## config.mk

```make
export PLATFORM = sky130hd
export DESIGN_NAME = bmct_master
export DESIGN_NICKNAME = d
export VERILOG_FILES = /design/src/bmct_pkg.sv /design/src/bmct_master.sv
export SDC_FILE = /design/constraint.sdc
export NUM_CORES = 1
export LEC_CHECK = 0
export BUFFER_PORTS_ARGS = -buffer_cell sky130_fd_sc_hd__buf_4
export CAP_MARGIN = 0
export CORE_MARGIN = 4
export CORE_UTILIZATION = 50
export DETAILED_ROUTE_END_ITERATION = 10
export MAX_ROUTING_LAYER = met4
export PLACE_DENSITY = 0.78
export SETUP_SLACK_MARGIN = 0.1
export SLEW_MARGIN = 20
export SYNTH_ARGS = -nofsm -noshare
export SYNTH_HDL_FRONTEND = slang
export SYNTH_SLANG_ARGS = --single-unit
```

## constraint.sdc

```tcl
create_clock -name ref_clk -period 3.24 [get_ports ref_clk]
set_input_delay 0.162 -clock ref_clk [delete_from_list [all_inputs] [get_ports ref_clk]]
set_output_delay 0.162 -clock ref_clk [all_outputs]
set_load 0.005 [all_outputs]
```

## src/bmct_pkg.sv

```systemverilog
package bmct_pkg;

    // ============================================================
    // time states
    typedef enum logic [2:0] {
        BMCT_TS_IDLE = 3'b000,
        BMCT_TS_T1   = 3'b001,
        BMCT_TS_T2   = 3'b010,
        BMCT_TS_WAIT = 3'b011,
        BMCT_TS_T3   = 3'b100,
        BMCT_TS_T4   = 3'b101,
        BMCT_TS_T5   = 3'b110
    } bmct_state_t;

    // ============================================================
    // timing in ns and derived cycle counts at 50 MHz
    localparam int CLK_PERIOD_NS       = 20;
    localparam int TSTATE_NS           = 30;
    localparam int START_NS            = 60;
    localparam int STROBE_ISSUE_NS     = 235;
    localparam int DESKEW_SHORT_NS     = 30;
    localparam int DESKEW_LONG_NS      = 60;
    localparam int EXT_ADD_SHORT_NS    = 90;
    localparam int EXT_ADD_LONG_NS     = 120;
    localparam int RESTART_NS          = 140;
    localparam int TAIL_NS             = 90;

    // least times round up
    localparam int START_CYC        = (START_NS + CLK_PERIOD_NS - 1) / CLK_PERIOD_NS;
    localparam int DESKEW_SHORT_CYC = (DESKEW_SHORT_NS + CLK_PERIOD_NS - 1) / CLK_PERIOD_NS;
    localparam int DESKEW_LONG_CYC  = (DESKEW_LONG_NS + CLK_PERIOD_NS - 1) / CLK_PERIOD_NS;
    localparam int STROBE_CYC       = (STROBE_ISSUE_NS + CLK_PERIOD_NS - 1) / CLK_PERIOD_NS;
    localparam int EXT_SHORT_CYC    = (EXT_ADD_SHORT_NS + CLK_PERIOD_NS - 1) / CLK_PERIOD_NS;
    localparam int EXT_LONG_CYC     = (EXT_ADD_LONG_NS + CLK_PERIOD_NS - 1) / CLK_PERIOD_NS;
    // longest times round down
    localparam int RESTART_CYC      = RESTART_NS / CLK_PERIOD_NS;
    localparam int TAIL_CYC         = TAIL_NS / CLK_PERIOD_NS;
    localparam int TSTATE_CYC       = TSTATE_NS / CLK_PERIOD_NS;

    localparam int CNT_W = 5;

    // ============================================================
    // control-store addresses of starts needing the extended delay
    localparam logic [8:0] EXT_ADDR_0 = 9'o001;
    localparam logic [8:0] EXT_ADDR_1 = 9'o002;
    localparam logic [8:0] EXT_ADDR_2 = 9'o311;
    localparam logic [8:0] EXT_ADDR_3 = 9'o122;
    localparam logic [8:0] EXT_ADDR_4 = 9'o123;
    localparam logic [8:0] EXT_ADDR_5 = 9'o031;
    localparam logic [8:0] EXT_ADDR_6 = 9'o245;

endpackage

```

## src/bmct_master.sv

```systemverilog
`timescale 1ns/1ps
`default_nettype none

module bmct_master (
    // clock and reset
    input  wire logic       ref_clk,
    input  wire logic       sys_rst,
    // microsequencer side
    input  wire logic       bus_start_state,
    input  wire logic [8:0] start_addr,
    input  wire logic       late_load,
    input  wire logic       long_logic_delay,
    input  wire logic       bus_end_state,
    // bus handshake
    output logic            msyn,
    input  wire logic       ssyn,
    // status
    output logic            cycle_active,
    output logic            skew_settled_flag,
    output logic            cycle_done
);

    // ============================================================
    // address decode
    // starts that change the data lines late need the extended strobe delay;
    // any other address keeps the normal strobe delay unless late_load is set
    function automatic logic is_ext_addr(input logic [8:0] a);
        if (a == bmct_pkg::EXT_ADDR_0) begin
            is_ext_addr = 1'b1;
        end else if (a == bmct_pkg::EXT_ADDR_1) begin
            is_ext_addr = 1'b1;
        end else if (a == bmct_pkg::EXT_ADDR_2) begin
            is_ext_addr = 1'b1;
        end else if (a == bmct_pkg::EXT_ADDR_3) begin
            is_ext_addr = 1'b1;
        end else if (a == bmct_pkg::EXT_ADDR_4) begin
            is_ext_addr = 1'b1;
        end else if (a == bmct_pkg::EXT_ADDR_5) begin
            is_ext_addr = 1'b1;
        end else if (a == bmct_pkg::EXT_ADDR_6) begin
            is_ext_addr = 1'b1;
        end else begin
            is_ext_addr = 1'b0;
        end
    endfunction

    // ============================================================
    // delay selection
    // cycles from the end of T2 until the skew-settled flag
    function automatic logic [bmct_pkg::CNT_W-1:0] settle_count(input logic lng);
        if (lng) begin
            settle_count = bmct_pkg::CNT_W'(bmct_pkg::DESKEW_LONG_CYC);
        end else begin
            settle_count = bmct_pkg::CNT_W'(bmct_pkg::DESKEW_SHORT_CYC);
        end
    endfunction

    // cycles from the end of T2 until the strobe, longer when the data lines moved late
    function automatic logic [bmct_pkg::CNT_W-1:0] strobe_count(input logic ext, input logic lng);
        if (!ext) begin
            strobe_count = bmct_pkg::CNT_W'(bmct_pkg::STROBE_CYC);
        end else if (lng) begin
            strobe_count = bmct_pkg::CNT_W'(bmct_pkg::STROBE_CYC + bmct_pkg::EXT_LONG_CYC);
        end else begin
            strobe_count = bmct_pkg::CNT_W'(bmct_pkg::STROBE_CYC + bmct_pkg::EXT_SHORT_CYC);
        end
    endfunction

    // ============================================================
    // closing time states
    // next time state of the T3, T4, T5 run
    function automatic bmct_pkg::bmct_state_t tail_next(input bmct_pkg::bmct_state_t s);
        case (s)
            bmct_pkg::BMCT_TS_T3: begin
                tail_next = bmct_pkg::BMCT_TS_T4;
            end
            default: begin
                tail_next = bmct_pkg::BMCT_TS_T5;
            end
        endcase
    endfunction

    // ============================================================
    // state
    // all state of the block sits in one register
    typedef struct packed {
        // sequencing
        bmct_pkg::bmct_state_t         st;
        logic [bmct_pkg::CNT_W-1:0]    cnt;
        // delays chosen when the start is taken
        logic [bmct_pkg::CNT_W-1:0]    settle_cyc;
        logic [bmct_pkg::CNT_W-1:0]    strobe_cyc;
        // flags shown on the outputs
        logic                          settled;
        logic                          strobe;
        logic                          active;
        logic                          done;
    } bmct_regs_t;

    bmct_regs_t r_q;
    bmct_regs_t r_d;

    always_comb begin
        // every field holds unless changed below; done is a one-cycle pulse
        r_d      = r_q;
        r_d.done = 1'b0;
        case (r_q.st)
            // ============================================================
            // idle: a start is only taken here, so one arriving mid-cycle is ignored
            bmct_pkg::BMCT_TS_IDLE: begin
                if (bus_start_state) begin
                    r_d.st      = bmct_pkg::BMCT_TS_T1;
                    r_d.cnt     = bmct_pkg::CNT_W'(bmct_pkg::START_CYC - 1);
                    r_d.active  = 1'b1;
                    r_d.settled = 1'b0;
                    r_d.settle_cyc = settle_count(long_logic_delay);
                    r_d.strobe_cyc = strobe_count(is_ext_addr(start_addr) || late_load, long_logic_delay);
                end
            end

            // ============================================================
            // T1 and T2 share one 60 ns count
            // a bus end here drops the start without any memory cycle
            bmct_pkg::BMCT_TS_T1, bmct_pkg::BMCT_TS_T2: begin
                if (bus_end_state) begin
                    r_d.st     = bmct_pkg::BMCT_TS_IDLE;
                    r_d.active = 1'b0;
                end else if (r_q.cnt == '0) begin
                    r_d.st  = bmct_pkg::BMCT_TS_WAIT;
                    r_d.cnt = '0;
                end else begin
                    r_d.cnt = r_q.cnt - 1'b1;
                    if (r_q.cnt <= bmct_pkg::CNT_W'(bmct_pkg::TSTATE_CYC)) begin
                        r_d.st = bmct_pkg::BMCT_TS_T2;
                    end
                end
            end

            // ============================================================
            // pause: strobe and interlocked handshake
            // settle and strobe delays are both counted from the end of T2,
            // so one counter serves both
            bmct_pkg::BMCT_TS_WAIT: begin
                // strobe generation enabled from end of T2
                if (!r_q.strobe) begin
                    r_d.cnt = r_q.cnt + 1'b1;
                    if (r_q.cnt + 1'b1 >= r_q.settle_cyc) begin
                        r_d.settled = 1'b1;
                    end
                    if (r_q.cnt + 1'b1 >= r_q.strobe_cyc) begin
                        r_d.strobe = 1'b1;
                    end
                end else if (ssyn) begin
                    // held here until the slave answers, however late
                    r_d.strobe = 1'b0;
                    r_d.st     = bmct_pkg::BMCT_TS_T3;
                    r_d.cnt    = bmct_pkg::CNT_W'(bmct_pkg::TAIL_CYC - 1);
                end
            end

            // ============================================================
            // closing T3 to T5; the next start may be taken while done shows
            bmct_pkg::BMCT_TS_T3, bmct_pkg::BMCT_TS_T4, bmct_pkg::BMCT_TS_T5: begin
                // 80 ns tail (four cycles), then ready for the next start within 60 ns
                if (r_q.cnt == '0) begin
                    r_d.st      = bmct_pkg::BMCT_TS_IDLE;
                    r_d.active  = 1'b0;
                    r_d.settled = 1'b0;
                    r_d.done    = 1'b1;
                end else begin
                    r_d.cnt = r_q.cnt - 1'b1;
                    r_d.st  = tail_next(r_q.st);
                end
            end
            default: begin
                r_d.st = bmct_pkg::BMCT_TS_IDLE;
            end
        endcase
    end

    // ============================================================
    // registers
    // synchronous reset clears every field, outputs included
    always_ff @(posedge ref_clk) begin
        if (sys_rst) begin
            r_q <= '0;
        end else begin
            r_q <= r_d;
        end
    end

    // ============================================================
    // outputs
    // every output is a bit of the state register
    assign msyn              = r_q.strobe;
    assign cycle_active      = r_q.active;
    assign skew_settled_flag = r_q.settled;
    assign cycle_done        = r_q.done;

endmodule // bmct_master

`default_nettype wire

```

==> summary.md <==
| Metric | Value |
|---|---|
| Max Root-Sink Buffers | `2` |
| Status | `finished clean` |
| Vias in the first global route | `1226` |
| Final Cycle Share | `72.3%` |
| Yosys warning total | `0` |
| Post-Syn Area | `1390 um2` |
| # port buffers | `19` |
| DR iter-0 viols | `61` |
| Lkg Pwr | `0.627 nW` |
| Crit Path Max Fanout | `8` |
| CORE AREA | `2570 um2` |
| Drt pass-1 iters | `5` |
| Share of cells above drive strength 1 | `18.3%` |
| Post-synth top area cell | `dfxtp_1` |
| Ant diodes | `0` |
| Worst setup EP type | `register` |
| DP Area | `1520 um2` |
| Clock latency on the worst-skew pair | `0.30 ns` |
| Worst EP arrival | `2.52 ns` |
| Max incr delay on CP | `0.59 ns` |
| Peak VDD IR | `0.248 mV` |
| DR vias | `1336` |
| Worst slew pin tran | `0.582 ns` |
| Critical-path top delay cell | `or4b_2` |
| FF+latch count, synth | `18` |
| DR WL/cell | `15.1 um` |
| Nets | `215` |
| # IOs | `20` |
| CTS Root Buffer Type | `clkbuf_4` |
| DRC violations left | `0` |
| Post-layout power | `0.615 mW` |
| Die height | `60.7 um` |
| WP data required | `3.42 ns` |
| Synth unique cells | `51` |
| RePlAce Congestion | `0.833` |
| Area Growth Syn to Fin | `11.3%` |
| Area contributors post-synth | `dfxtp_1 26%, ha_1 9.9%, a21oi_1 5.8%, nand2_1 4.1%, nor2_1 3.8%` |
| TNS Setup | `0 ns` |
| M1 WL | `1380 um` |
| Starting density of the core | `54.0%` |
| Pwr/cell area | `399 nW/um2` |
| ANT nets after route | `0` |
| Startpoint Class | `register` |
| Synthesized Nets | `199` |
| Synth Flop Type | `dfxtp_1` |
| Final WL | `3260 um` |
| Unrepaired setup endpoints after global routing | `false` |
| Sequential area share after synthesis | `26.0%` |
| Clock Sinks | `18` |
| Post-synth top cells | `18 x dfxtp_1, 16 x a21oi_1, 15 x nand2_1` |
| CTS tree | `built` |
| Initial antenna violation count | `0` |
| Vias/cell | `6.19` |
| Maximum clock rate | `427 MHz` |
| CP Cell Sequence | `inv_1 > ha_1 > ha_1 > a21oi_1 > or4b_2 > a21oi_1 > nor3_1` |
| Worst-path clk slew | `0.11 ns` |
| Slew headroom | `61.2%` |
| Post-CTS Setup Bufs | `0` |
| Met3 WL post-DR | `180 um` |
| Async S/R FF share, synth | `0%` |
| FP Rows | `18` |
| Crit path kind | `reg -> reg` |
| Clock Skew | `0.0163 ns` |
| Max layer used | `met4` |
| Min Clock Period, post-route | `2.34 ns` |
| Die width | `60.7 um` |
| Number of synthesized flops with an enable pin | `0` |
| Setup-failing EPs final | `0` |
| HP Class | `in -> reg` |
| # resized after CTS | `0` |
| Post-Syn Area per Cell | `8.06 um2` |
| DP Wirelength | `2580 um` |
| Most frequent cell after synthesis | `dfxtp_1` |
| Final Hold Viols | `0` |
| Die Area | `3680 um2` |
| Num CTS Buffers | `3` |
| Max H-tree Level | `1` |
| Maxcap violations | `0` |
| All-layer global routing usage | `20.3%` |
| Design area | `1540 um2` |
| Cts hold-fix bufs | `0` |
| Post-synth top area share | `26.0%` |
| Max Slew Vio Count | `0` |
| Largest net degree at the start of global routing | `22` |
| Gr ovfl total | `0` |
| Gate Count Post-Synth | `172` |
| Metal2 WL | `1680 um` |
| First-pass GRT wire length | `5460 um` |
## path summary, 6_finish.rpt
path | startpoint | endpoint | slack, ns | cells past startpoint
min reg2reg | r_q[9]$_SDFFE_PP0P_ | r_q[9]$_SDFFE_PP0P_ | 0.47 | 2
min | long_logic_delay | r_q[9]$_SDFFE_PP0P_ | 0.15 | 3
max | r_q[14]$_SDFFE_PP0P_ | skew_settled_flag$_SDFFE_PP0P_ | 0.90 | 7
max reg2reg | r_q[14]$_SDFFE_PP0P_ | skew_settled_flag$_SDFFE_PP0P_ | 0.90 | 7
## worst max-delay path: cells and delay by family, from the launching register on
family,cells,cell delay (ns)
AO/OA/AOI/OAI,2,0.28
flip-flops,1,0.47
adder cells (fa/ha/maj),2,0.66
AND/OR/NAND/NOR,2,0.65
buffers and inverters,1,0.14
## placed cells by master, fill, tap and decap left out, types with 3 or more instances in the layout
| master | instances |
|---|---|
| a211oi_1 | 3 |
| a21oi_1 | 16 |
| a2bb2oi_1 | 4 |
| a31oi_1 | 3 |
| buf_4 | 19 |
| clkbuf_4 | 3 |
| dfxtp_1 | 18 |
| ha_1 | 11 |
| inv_1 | 7 |
| nand2_1 | 15 |
| nand2b_1 | 7 |
| nand3_1 | 5 |
| nor2_1 | 14 |
| nor2b_1 | 3 |
| nor3_1 | 7 |
| o21ai_0 | 4 |
| o21bai_1 | 3 |
| o32ai_1 | 3 |
| xnor2_1 | 3 |
## area by class of cell
class / count / area, um2
multi-input cells: 139 / 953
repair buffers: 19 / 143
fillers: 240 / 1020
inverters: 7 / 26.3
flip-flops and latches: 18 / 360
well taps: 30 / 37.5
clock buffers: 3 / 22.5
## flip-flops by register name (all words and copies together), names as in the netlist
name               cells
cycle_active           1
r_q                   14
msyn                   1
skew_settled_flag      1
cycle_done             1
## power by group
part	internal, mW	total, mW	switching (mW)
clock network	0.0433	0.113	0.0696
registers	0.238	0.259	0.0212
logic	0.114	0.243	0.128
## per-layer routing
| metal | global-route usage [%] | up-vias |
|---|---|---|
| met3 | 4.47 | 5 |
| met4 | 4.95 | 0 |
| met5 | - | - |
| met2 | 34.5 | 38 |
| li1 | - | 664 |
| met1 | 24.3 | 629 |
## logic make-up after synthesis
family,after synthesis,synth area share (%)
and+or+nand+nor,65,25.4
AOI/OAI and AO/OA,56,28.8
DFF,18,26.0
buffers and inverters,15,5.23
adders and majority gates,11,9.93
xor gates and xnor gates,5,3.16
muxes,2,1.53
## metrics by stage
step           instances  util (%)  setup slack [ns]  hold WS, ns
2_1_floorplan        172         -              1.09        0.298
3_3_place_gp         213      59.2              1.03        0.442
3_5_place_dp         213      59.2             0.938        0.452
4_1_cts              216      60.1             0.901        0.135
5_1_grt              216      60.1             0.760        0.143
6_report             216      60.1             0.899        0.145
Power figures use the tool's default switching activity.
